**src/dosccs_pkg.sv**
```systemverilog
// Purpose: shared constants and types for the dual oscillator clock switch
// Assumes: classic Wishbone, 32-bit data, byte addresses
// Notes:   the control register holds eight bits in the low lane of the word
package dosccs_pkg;

  // ************************************************************
  // register map
  // ************************************************************
  localparam logic [17:0] DOSCCS_CTRL_INDEX  = 18'h0FF02;
  localparam int          DOSCCS_ADR_W       = 20;
  localparam logic [7:0]  DOSCCS_CTRL_RESET  = 8'h0C;

  // ************************************************************
  // field positions
  // ************************************************************
  localparam int DOSCCS_BIT_RSV0   = 0;
  localparam int DOSCCS_BIT_RSV1   = 1;
  localparam int DOSCCS_BIT_OSC_EN = 2;
  localparam int DOSCCS_BIT_SEL    = 3;
  localparam int DOSCCS_WAIT_LSB   = 4;
  localparam int DOSCCS_BIT_RSV7   = 7;

  typedef struct packed {
    logic       reserved_bit_seven;
    logic [2:0] wait_state_field;
    logic       cpu_clock_select;
    logic       main_oscillator_en;
    logic       reserved_bit_one;
    logic       reserved_bit_zero;
  } dosccs_ctrl_s;

  typedef enum logic [1:0] {
    DOSCCS_RUN,
    DOSCCS_DRAIN,
    DOSCCS_ARM
  } dosccs_sw_e;

endpackage

```
**src/dosccs_top.sv**
```systemverilog
// Purpose: control and glitch-free selection of the cpu clock from two oscillators
// Assumes: oscillator outputs are slow next to clk_i and arrive asynchronously
// Notes:   the cpu clock is rebuilt in the clk_i domain, so edges are clk_i aligned
//
// Overview of operation
// - after reset the cpu clock comes from the main oscillator
// - bit two enables the main oscillator; reads return the stored value
// - the main oscillator enable bit resets to one
// - bit three selects main (1) or sub (0) oscillator for the cpu
// - the cpu clock select bit resets to one
// - main oscillator stops on sleep or when its enable is zero
// - sub oscillator stops on sleep
// - sub oscillator keeps feeding clock and stopwatch timers except while stopped by sleep
// - leaving standby resumes the clocking state held before it
//
// The Wishbone register port was left to the implementer.
`timescale 1ns/100ps
module dosccs_top
  import dosccs_pkg::*;
(
  input  wire logic                    clk_i,            // 250 MHz system clock
  input  wire logic                    rst_i,            // synchronous reset, high
  input  wire logic                    cyc_i,            // wishbone cycle
  input  wire logic                    stb_i,            // wishbone strobe
  input  wire logic                    we_i,             // wishbone write
  input  wire logic [DOSCCS_ADR_W-1:0] adr_i,            // wishbone byte address
  input  wire logic [3:0]              sel_i,            // wishbone byte enables
  input  wire logic [31:0]             dat_i,            // wishbone write data
  output logic      [31:0]             dat_o,            // wishbone read data
  output logic                         ack_o,            // wishbone acknowledge
  input  wire logic                    sleep_instruction_i, // pulse: sleep executed
  input  wire logic                    wake_i,           // pulse: standby released
  input  wire logic                    main_oscillator_i, // main oscillator output
  input  wire logic                    sub_oscillator_i, // sub oscillator output
  output logic                         main_osc_run_o,   // main oscillator run enable
  output logic                         sub_osc_run_o,    // sub oscillator run enable
  output logic                         cpu_clk_o,        // selected cpu clock
  output logic                         timer_clk_o,      // clock and stopwatch timer source
  output logic      [2:0]              wait_state_o,     // wait-state field to bus unit
  output logic                         standby_o         // device in standby
);

  // ************************************************************
  // register and bus slave
  // ************************************************************
  dosccs_ctrl_s ctrl_q, ctrl_d;
  logic         ack_q, ack_d;
  logic [31:0]  dat_q, dat_d;
  logic         hit;

  assign hit = (adr_i[DOSCCS_ADR_W-1:2] == DOSCCS_CTRL_INDEX);

  always_comb
  begin
    ctrl_d = ctrl_q;
    ack_d  = 1'b0;
    dat_d  = dat_q;
    if (cyc_i && stb_i && !ack_q)
    begin
      ack_d = 1'b1;
      dat_d = 32'h00000000;
      if (hit)
        dat_d[7:0] = ctrl_q;
      if (hit && we_i && sel_i[0])
        ctrl_d = dosccs_ctrl_s'(dat_i[7:0]);
    end
  end

  always_ff @(posedge clk_i)
  begin
    if (rst_i)
    begin
      ctrl_q <= dosccs_ctrl_s'(DOSCCS_CTRL_RESET);
      ack_q  <= 1'b0;
      dat_q  <= 32'h00000000;
    end
    else
    begin
      ctrl_q <= ctrl_d;
      ack_q  <= ack_d;
      dat_q  <= dat_d;
    end
  end

  assign ack_o = ack_q;
  assign dat_o = dat_q;

  // ************************************************************
  // standby and oscillator enables
  // ************************************************************
  // register contents are untouched by standby, so wake resumes the old setup
  logic sleep_q, sleep_d;
  logic mrun_q, mrun_d;
  logic srun_q, srun_d;

  always_comb
  begin
    sleep_d = sleep_q;
    // wake returns to the prior state
    if (wake_i)
      sleep_d = 1'b0;
    else if (sleep_instruction_i)
      sleep_d = 1'b1;
    // main stops on sleep or enable low
    mrun_d = ctrl_d.main_oscillator_en && !sleep_d;
    srun_d = !sleep_d;
  end

  always_ff @(posedge clk_i)
  begin
    if (rst_i)
    begin
      sleep_q <= 1'b0;
      mrun_q  <= 1'b1;
      srun_q  <= 1'b1;
    end
    else
    begin
      sleep_q <= sleep_d;
      mrun_q  <= mrun_d;
      srun_q  <= srun_d;
    end
  end

  assign main_osc_run_o = mrun_q;
  assign sub_osc_run_o  = srun_q;
  assign standby_o      = sleep_q;

  logic [2:0] wait_q;
  always_ff @(posedge clk_i)
  begin
    if (rst_i)
      wait_q <= 3'h0;
    else
      wait_q <= ctrl_d.wait_state_field;
  end
  assign wait_state_o = wait_q;

  // ************************************************************
  // oscillator input synchronisers
  // ************************************************************
  logic [2:0] msync_q, ssync_q;
  logic       mf_q, mf_d, sf_q, sf_d;

  always_comb
  begin
    mf_d = (msync_q[1] == msync_q[2]) ? msync_q[2] : mf_q;
    sf_d = (ssync_q[1] == ssync_q[2]) ? ssync_q[2] : sf_q;
  end

  always_ff @(posedge clk_i)
  begin
    if (rst_i)
    begin
      msync_q <= 3'h0;
      ssync_q <= 3'h0;
      mf_q    <= 1'b0;
      sf_q    <= 1'b0;
    end
    else
    begin
      msync_q <= {msync_q[1:0], main_oscillator_i};
      ssync_q <= {ssync_q[1:0], sub_oscillator_i};
      mf_q    <= mf_d;
      sf_q    <= sf_d;
    end
  end

  // ************************************************************
  // glitch-free source switch
  // ************************************************************
  // the old source is let finish its high phase, output parked low, and the
  // new source is only taken while it is low, so no pulse is ever shortened
  dosccs_sw_e st_q, st_d;
  logic       cur_q, cur_d;
  logic       cclk_q, cclk_d;
  logic       tclk_q, tclk_d;
  logic       src;

  assign src = cur_q ? mf_q : sf_q;

  always_comb
  begin
    st_d  = st_q;
    cur_d = cur_q;
    unique case (st_q)
      DOSCCS_RUN:
        if (ctrl_q.cpu_clock_select != cur_q && !src)
          st_d = DOSCCS_DRAIN;
      DOSCCS_DRAIN:
        st_d = DOSCCS_ARM;
      DOSCCS_ARM:
        // take new source only while low
        if (!(ctrl_q.cpu_clock_select ? mf_q : sf_q))
        begin
          cur_d = ctrl_q.cpu_clock_select;
          st_d  = DOSCCS_RUN;
        end
      // the fourth code of the state word is never entered
      default:
        st_d = DOSCCS_RUN;
    endcase
    cclk_d = (st_d == DOSCCS_RUN) ? (cur_d ? mf_q : sf_q) : 1'b0;
    // timers always fed from sub oscillator
    tclk_d = sf_q;
  end

  always_ff @(posedge clk_i)
  begin
    if (rst_i)
    begin
      st_q   <= DOSCCS_RUN;
      cur_q  <= 1'b1;
      cclk_q <= 1'b0;
      tclk_q <= 1'b0;
    end
    else
    begin
      st_q   <= st_d;
      cur_q  <= cur_d;
      cclk_q <= cclk_d;
      tclk_q <= tclk_d;
    end
  end

  assign cpu_clk_o   = cclk_q;
  assign timer_clk_o = tclk_q;

  logic wr_take;
  assign wr_take = cyc_i && stb_i && !ack_q && we_i && hit && sel_i[0];
endmodule

```
**config.mk**
```make
export PLATFORM = sky130hd
export DESIGN_NAME = dosccs_top
export DESIGN_NICKNAME = d
export VERILOG_FILES = /design/src/dosccs_pkg.sv /design/src/dosccs_top.sv
export SDC_FILE = /design/constraint.sdc
export NUM_CORES = 1
export LEC_CHECK = 0
export ABC_AREA = 0
export BUFFER_PORTS_ARGS = -buffer_cell sky130_fd_sc_hd__clkbuf_2
export CAP_MARGIN = 0
export CORE_UTILIZATION = 30
export DETAILED_ROUTE_END_ITERATION = 12
export PLACE_DENSITY = 0.72
export SLEW_MARGIN = 0
export SYNTH_ARGS = -nofsm -noshare
export SYNTH_HDL_FRONTEND = slang
export SYNTH_SLANG_ARGS = --single-unit
```
**constraint.sdc**
```tcl
create_clock -name clk_i -period 4.04 [get_ports clk_i]
set_clock_uncertainty 0.2 [all_clocks]
set_input_delay 0.404 -clock clk_i [delete_from_list [all_inputs] [get_ports clk_i]]
set_output_delay 0.404 -clock clk_i [all_outputs]
set_load 0.02 [all_outputs]
```
# Word level (Yosys, flattened, before mapping)
# Cells that the tools add are included.
# totals
input_bits	65
reg_bits	33
# classes
bitwise_logic	1
eq_ne	6
n_reduce_logical	13
mux	14
# op_table
cell	count
== test 18 x 16 -> 1 bit, second input constant	1
2-to-1 mux 7 bit	2
2-to-1 mux 1 bit	8
2-to-1 mux 8 bit	1
logical AND 1 bit	6
one-hot mux 2 bit (3 select lines)	1
zero test 2 bit	2
2-to-1 mux 2 bit	2
zero test 1 bit	3
== test 1 bit	2
== test 2 x 1 -> 1 bit, second input constant	1
== test 2 bit, second input constant	1
AND reduction 2 bit	1
OR reduction 2 bit	1
!= test 1 bit	1
NOT 1 bit	1

# Depth between registers and ports, before layout
# Gate-level depths: netlist of run 1.
# logic_depth
ltp_word	8
depth_mapped	6
depth_no_buf	4

# Least setup slack after synthesis of run 1
# Ideal clock, no wire load.
# synth_timing
path_type	reg-to-reg
startpoint	register ack_q, in the netlist ack_o
endpoint	register dat_q[4], in the netlist dat_o[4]
path_stages_with_launch	7
required_ns	3.712
period_less_slack_ns	1.612
arrival_ns	1.285
path_slack_ns	2.428
path_buffers	2
path_cell_list	dfxtp_1 -> and3b_1 -> and4_1 -> buf_6 -> buf_12 -> a32oi_1 -> nor2_1
# synth_via
elab_chain_len	2
# synth_rtl
element	line_no	source
start, declared	dosccs_top.sv:47	logic ack_q, ack_d;
start signal, assigned	dosccs_top.sv:80	ack_q <= ack_d;
zero test 1 bit	n/a	
logical AND 1 bit	n/a	
end signal, assigned	dosccs_top.sv:81	dat_q <= dat_d;
end, declared	dosccs_top.sv:48	logic [31:0] dat_q, dat_d;
# No other way between the ends.
# A chain may end at the register's enable or synchronous reset.

# Worst setup path after layout of run 1
# layout_timing
startpoint	input adr_i[5]
endpoint	register mrun_q, in the netlist main_osc_run_o
# layout_via
elab_chain_len	6
# layout_rtl
element	line_no	source
start, declared	dosccs_top.sv:26	input wire logic [DOSCCS_ADR_W-1:0] adr_i,
== test 18 x 16 -> 1 bit	dosccs_top.sv:51	assign hit = (adr_i[DOSCCS_ADR_W-1:2] == DOSCCS_CTRL_INDEX);
logical AND 1 bit (2 in a row)	dosccs_top.sv:64	if (hit && we_i && sel_i[0])
2-to-1 mux 7 bit	dosccs_top.sv:64	
2-to-1 mux 7 bit	dosccs_top.sv:58	if (cyc_i && stb_i && !ack_q)
logical AND 1 bit	dosccs_top.sv:105	mrun_d = ctrl_d.main_oscillator_en && !sleep_d;
end signal, assigned	dosccs_top.sv:120	mrun_q <= mrun_d;
end, declared	dosccs_top.sv:93	logic mrun_q, mrun_d;
# No other way between the ends. The select of a mux whose other input is x is not followed.

==> results.cfg, run 1 <==
[status]
status = finished clean

[detailed_routing]
drtPass1Iterations = 4
vias = 1211
drc_errors = 0
wirelength_um = 2940
drtAntennaViolNets = 0
drt_iter0_drc = 49
vias_per_cell = 4.40
wl_per_cell_um = 10.7

[global_route]
grt_overflow_total = 0
grt_usage = 0.114
antenna_found_initial = 0
grt_max_degree = 30
grt_pass1_vias = 1019
grt_first_pass_wirelength_um = 4570

[synth]
synth_top_area_frac = 0.442
ys_warn_count = 0
netlist_instances = 162
synth_area_um2 = 1500
ys_types = 34
synth-edff-count = 0
synth_ff_type = dfxtp_1
synth_seq_cells = 33
synthArstFlopShare = 0
synth_area_leaders = dfxtp_1 44%, buf_4 14%, a32oi_1 4.7%
synth_top_area_cell = dfxtp_1
synth_area_per_cell_um2 = 9.23
yosysSeqAreaShare = 0.442

[power]
ir_worst_vdd_v = 0.000108
p_leak_uw = 0.000783
power_density_nw_per_um2 = 367

[critical_path]
path_cells = clkbuf_2 > nor4b_2 > and4_1 > nand4_1 > a31oi_1
worstReg2RegStart = ack_o
criticalPathCategory = input pin to register
rr_endpoint = main_osc_run_o
crit_arrival_ps = 1870
cp_slowest_cell = and4_1
crit_family = simple AND/OR/NAND/NOR gates
startpoint_type = input pin
regToRegSetupSlack_ps = 2200
crit_fanout = 16
path_depth = 5
cpPeakStageDelay_ps = 630
required_ps = 4040
cp_num_buf_inv = 1
worstRegToRegCells = 4
end_kind = register

[die]
dieHeight_um = 72.6
coreArea_um2 = 4750
fp.dieW_um = 72.6
initial_core_util = 0.314
num_rows = 25
dieArea_um2 = 5270
boundaryPins = 106

[finish]
syn_to_final_growth_pct = 15.8
utilization = 0.364
layout_commonest_cell = clkbuf_2
final_nets = 273
fillers = 530
fin_cells = 275
final_cell_mix = 52 x clkbuf_2, 33 x dfxtp_1, 24 x conb_1
drive_gt1_frac = 0.293
antennaDiodeCount = 0

[clocking]
cts-htree-levels = 2
cts_sinks = 33
clock_latency_ps = 280
clkTransAtPathRegs_ps = 60
cts_hold_buf = 0
post_cts_resized = 0
cts_buffers = 5
cts_tree = yes
cts_buffer_depth = 2
post_cts.repair.setup_buffers = 0
cts_root_buf = clkbuf_8

[timing]
slew_violations = 0
clock.fmax_mhz = 535
setup_viol = 0
rsz0062_at_grt = false
period_needed_ps = 1870
period_share = 0.463
tightest_slew_ps = 606
finalWorstSetupSlack_ps = 2170
slew_headroom = 0.596
setup-tns-final_ps = 0
whs_ps = 121
final_hold_viol_count = 0

[placement]
hpwl_um = 2130
pre_cts_ws_ps = 1890
gp_congestion = 0.703
placed_cells = 268
io_buffer_count = 52

[run]
maxCapViolations = 0

[hold_path]
min_path_type = input pin to register
min_to = standby_o
hold_path_depth = 2
min_from = wake_i
==> per-stage QoR <==
step | power [uW] | instance area [um2]
finish | 635 | 1730
global route | 666 | 1730
CTS | 646 | 1730
detailed placement | 394 | 1640
global placement | 394 | 1640
floorplan | 391 | 1580
==> cell usage after synthesis, types with 2 or more instances <==
cell type	number
a21oi_1	9
a31oi_1	2
a32oi_1	8
and2_1	2
and4b_1	2
buf_2	2
buf_4	28
buf_6	2
clkbuf_1	2
dfxtp_1	33
inv_1	5
nand2_1	4
nand3_1	3
nand4_1	8
nor2_1	14
nor2b_1	7
nor3_1	3
o21ai_0	12
==> cell families (layout without fill, tap and decap cells) <==
family / after synthesis / in the layout / share of synthesized area
buffers and inverters: 41 / 64 / 0.203
DFF: 33 / 33 / 0.442
AOI/OAI and AO/OA: 34 / 34 / 0.142
other: 1 / 24 / 0.00251
and+or+nand+nor: 52 / 52 / 0.204
muxes: 1 / 1 / 0.00669
==> per-layer routing <==
metal  track usage  vias to the layer above  share of wire
met3        0.0359                        4          0.069
met5             0                        -              0
met4        0.0588                        0          0.011
met1         0.149                      546           0.47
li1              -                      610              -
met2         0.166                       51           0.45
==> registers in the layout, indices dropped and copies added (netlist names), 2 cells and up <==
name          cells
ctrl_q            5
dat_o             8
msync_q           3
ssync_q           3
st_q              2
wait_state_o      3
==> worst max path at each step <==
stage	slack [ps]	to	start
2_1_floorplan	2430	dat_o[4]	ack_o
3_3_place_gp	1940	main_osc_run_o	adr_i[5]
3_5_place_dp	1890	main_osc_run_o	adr_i[5]
4_1_cts	2180	main_osc_run_o	adr_i[5]
5_1_grt	2080	main_osc_run_o	adr_i[5]
6_report	2170	main_osc_run_o	adr_i[5]
==> layout make-up <==
cell class              count  area [um2]  share of cell area
clock buffers               6        82.6              0.0477
clock inverters             1        7.51             0.00434
inverters                   5        18.8              0.0108
multi-input cells         111         618               0.357
flip-flops and latches     33         661               0.382
well taps                  67        83.8              0.0484
repair buffers             52         260               0.150
==> report_power, final <==
| group | switching [uW] | internal, uW |
|---|---|---|
| combinational | 37.7 | 17.5 |
| sequential | 1.49 | 330 |
| clock | 114 | 135 |
| total | 153 | 482 |
Note: power is estimated with default switching activity, not from simulation.
==> run 2, diff against run 1 <==
==> constraint.sdc (replaced) <==
create_clock -name clk_i -period 1.89 [get_ports clk_i]
set_clock_uncertainty 0.2 [all_clocks]
set_input_delay 0.189 -clock clk_i [delete_from_list [all_inputs] [get_ports clk_i]]
set_output_delay 0.189 -clock clk_i [all_outputs]
set_load 0.02 [all_outputs]
==> results.cfg, run 2 (same netlist as run 1, synthesis figures left out) <==
[detailed_routing]
drtPass1Iterations = 4
drt_iter0_drc = 41
vias_per_cell = 4.48
drtAntennaViolNets = 0
drc_errors = 0
wl_per_cell_um = 10.3
wirelength_um = 3020
vias = 1307

[timing]
final_hold_viol_count = 0
rsz0062_at_grt = false
setup_viol = 0
tightest_slew_ps = 577
setup-tns-final_ps = 0
period_share = 0.812
clock.fmax_mhz = 652
period_needed_ps = 1530
slew_headroom = 0.616
slew_violations = 0

[hold_path]
hold_path_depth = 2
min_path_type = input pin to register

[finish]
drive_gt1_frac = 0.293
layout_commonest_cell = clkbuf_2
multiInputGateArea_um2 = 618
antennaDiodeCount = 0
syn_to_final_growth_pct = 27.4
final_nets = 289
final_area_um2 = 1910
fillers = 489
final_cell_mix = 52 x clkbuf_2, 33 x dfxtp_1, 24 x conb_1
largest_reg_flops = 8
final-seq-area_um2 = 661

[die]
num_rows = 25
fp.dieW_um = 72.6
dieHeight_um = 72.6
dieArea_um2 = 5270
coreArea_um2 = 4750
boundaryPins = 106
initial_core_util = 0.314

[clocking]
clkTransAtPathRegs_ps = 70
cts_sinks = 33
clock_latency_ps = 280
cts_buffer_depth = 2
cts_tree = yes
cts-htree-levels = 2
post_cts.repair.setup_buffers = 0
cts_root_buf = clkbuf_8
cts_buffers = 5

[critical_path]
crit_fanout = 8
worstRegToRegCells = 5
required_ps = 1860
criticalPathCategory = register to register
cp_slowest_cell = dfxtp_1
startpoint_type = register
cpPeakStageDelay_ps = 340
path_cells = and3b_1 > and4_1 > buf_4 > a32oi_1 > nor2_1
end_kind = register
crit_arrival_ps = 1500

[global_route]
grt_pass1_vias = 1136
antenna_found_initial = 0
grt_max_degree = 22
grt_overflow_total = 0
grt_first_pass_wirelength_um = 5070
grt_usage = 0.126

[power]
p_leak_uw = 0.000869
ir_worst_vdd_v = 0.000278
power_density_nw_per_um2 = 801

[run]
maxCapViolations = 0

[placement]
placed_area_um2 = 1680
gp_congestion = 0.720
hpwl_um = 2210
io_buffer_count = 52

[status]
status = finished clean
-- run 2: critical path: cells and delay by family (launching register included) --
family,cells,cell delay (ps)
buf+inv,1,170
flops,1,340
simple gates,3,480
compound gates,1,230
-- run 2: path summary, 6_finish.rpt --
| kind | start | end | slack, ps |
|---|---|---|---|
| worst min register to register | msync_q[0] | msync_q[1] | 240 |
| worst max-delay path | ack_o | dat_o[5] | 360 |
| worst max register to register | ack_o | dat_o[5] | 360 |
| worst min-delay path | rst_i | ssync_q[0] | 10 |
-- run 2: layout make-up --
cell class / count / area share
clock inverters: 1 / 0.0158
clock buffers: 7 / 0.0453
multi-input cells: 111 / 0.324
inverters: 5 / 0.00985
repair buffers: 68 / 0.214
well taps: 67 / 0.0440
flip-flops and latches: 33 / 0.347
-- run 2: report_power, final --
group          switching (uW)  internal, uW
Sequential               3.12           705
Combinational            84.6          54.9
Clock                     250           430
Total                     338          1190
-- run 2: metal layers --
| metal | part of all wire | vias up | global-route usage |
|---|---|---|---|
| met5 | 0 | - | 0 |
| met4 | 0.027 | 0 | 0.0654 |
| met3 | 0.054 | 6 | 0.0373 |
| met2 | 0.46 | 51 | 0.197 |
| met1 | 0.45 | 609 | 0.157 |
| li1 | - | 641 | - |
-- run 2: stage by stage --
stage / instances / setup WS, ps / power (uW) / util / hold WS (ps)
floorplan: 185 / 278 / 836 / - / 91.8
global placement: 273 / 231 / 844 / 0.353 / 199
detailed placement: 273 / 234 / 845 / 0.353 / 205
CTS: 292 / 390 / 1540 / 0.401 / 12.5
global route: 292 / 293 / 1590 / 0.401 / 31.1
finish: 292 / 355 / 1530 / 0.401 / 11.6
-- run 2: what timing repair did --
item                      CTS  global route
hold buffers               11             0
hold endpoints to repair   12             0
gates resized for setup     0             0
==> run 3, diff against run 2 <==
--- a/config.mk
+++ b/config.mk
@@ -10,7 +10,7 @@
 export CAP_MARGIN = 0
 export CORE_UTILIZATION = 30
 export DETAILED_ROUTE_END_ITERATION = 12
-export PLACE_DENSITY = 0.72
+export PLACE_DENSITY = 0.74
 export SLEW_MARGIN = 0
 export SYNTH_ARGS = -nofsm -noshare
 export SYNTH_HDL_FRONTEND = slang
==> constraint.sdc (replaced) <==
create_clock -name clk_i -period 1.36 [get_ports clk_i]
set_clock_uncertainty 0.2 [all_clocks]
set_input_delay 0.136 -clock clk_i [delete_from_list [all_inputs] [get_ports clk_i]]
set_output_delay 0.136 -clock clk_i [all_outputs]
set_load 0.02 [all_outputs]
==> results.cfg, run 3 (same netlist as run 1, synthesis figures left out) <==
[status]
status = finished, violations left
violations = setup timing

[critical_path]
worstReg2RegStart = ack_o
cp_num_buf_inv = 1
worstRegToRegCells = 5
crit_family = simple AND/OR/NAND/NOR gates
crit_fanout = 14
end_kind = register
cpPeakStageDelay_ps = 340
regToRegSetupSlack_ps = -50
criticalPathCategory = register to register
cp_slowest_cell = dfxtp_4
crit_arrival_ps = 1430
startpoint_type = register
required_ps = 1380
rr_endpoint = wait_state_o[1]
path_cells = and3b_1 > and4_4 > buf_12 > nand4_1 > a21oi_1

[placement]
hpwl_um = 2220
io_buffer_count = 52
gp_congestion = 0.707
placed_cells = 280

[global_route]
grt_first_pass_wirelength_um = 4770
grt_overflow_total = 0
grt_usage = 0.118
antenna_found_initial = 0
grt_max_degree = 15
grt_pass1_vias = 1139

[finish]
fin_cells = 301
syn_to_final_growth_pct = 36.9
final_nets = 298
fillers = 512
final_cell_mix = 51 x clkbuf_2, 27 x dfxtp_1, 24 x conb_1
layout_commonest_cell = clkbuf_2
utilization = 0.431
largest_reg_flops = 8
drive_gt1_frac = 0.376
antennaDiodeCount = 0

[detailed_routing]
drtPass1Iterations = 5
vias = 1307
drtAntennaViolNets = 0
drc_errors = 0
drt_iter0_drc = 30
wl_per_cell_um = 10.3
vias_per_cell = 4.34
wirelength_um = 3090

[clocking]
cts_buffers = 5
clock_latency_ps = 280
cts_tree = yes
cts-htree-levels = 2
clkTransAtPathRegs_ps = 70
cts_root_buf = clkbuf_8
post_cts.repair.setup_buffers = 0
cts_sinks = 33
cts_buffer_depth = 2

[timing]
final_hold_viol_count = 0
whs_ps = 66.7
period_share = 1.04
rsz0062_at_grt = true
slew_violations = 0
setup-tns-final_ps = -369
setup_viol = 15
clock.fmax_mhz = 709
finalWorstSetupSlack_ps = -50.8
period_needed_ps = 1410

[power]
ir_worst_vdd_v = 0.000426
seq_power_share = 0.465
swShare = 0.236
pwr-share-comb = 0.098
switchingPower_uw = 496
p_leak_uw = 0.000922
p_int_uw = 1610
fin_total_pwr_uw = 2110
power_density_nw_per_um2 = 1030
pwr-share-clk = 0.437

[hold_path]
min_to = ack_o
hold_path_depth = 4
min_path_type = input pin to register
min_from = cyc_i

[run]
maxCapViolations = 0

[die]
num_rows = 25
coreArea_um2 = 4750
fp.dieW_um = 72.6
dieArea_um2 = 5270
boundaryPins = 106
dieHeight_um = 72.6
initial_core_util = 0.314
[run 3: layout make-up]
type	instances	area (um2)	share of cell area
timing repair buffer	77	497	0.243
inverter	5	18.8	0.00917
tap	67	83.8	0.0410
clock buffer	5	68.8	0.0336
sequential	33	673	0.329
multi-input combinational	111	661	0.323
clock inverter	3	45.0	0.0220
[run 3: power by group through the flow]
stage / logic (uW) / registers [uW] / clock network [uW]
after floorplan: 150 / 1010 / 0
after detailed placement: 176 / 1000 / 0
after CTS: 206 / 982 / 949
final: 207 / 980 / 920
after global routing: 227 / 981 / 982
after global placement: 174 / 1000 / 0
[run 3: worst min-delay path, stage by stage]
cell and delay (ps):
clkbuf_2 90, nand3b_1 70, buf_4 170, nor2_1 50
[run 3: per-layer routing]
metal | track usage | routed length (um)
met1 | 0.135 | 1360
met2 | 0.200 | 1470
met3 | 0.0401 | 234
met4 | 0.0523 | 22
met5 | 0 | 0
[run 3: per-stage QoR]
stage | setup WS [ps] | area (um2)
after global placement | -143 | 1750
after CTS | -57.0 | 2000
after floorplan | -105 | 1590
after detailed placement | -150 | 1750
after global routing | -147 | 2050
final | -50.8 | 2050
[run 3: timing repair]
action / in CTS / in global routing
hold buffers: 13 / 0
hold endpoints to repair: 19 / 0
pin swaps: 2 / 2
endpoints found under the setup margin: 17 / 19
resized for setup: 7 / 17
[run 3: how the worst max path moves through the flow]
| stage | slack [ps] | startpoint | endpoint | cells after the start |
|---|---|---|---|---|
| after floorplan | -110 | ack_o | dat_o[4] | 6 |
| after global placement | -140 | adr_i[2] | ctrl_q[1] | 6 |
| after detailed placement | -150 | adr_i[2] | ctrl_q[3] | 6 |
| after CTS | -60 | ack_o | wait_state_o[1] | 5 |
| after global routing | -150 | ack_o | wait_state_o[1] | 5 |
| final | -50 | ack_o | wait_state_o[1] | 5 |
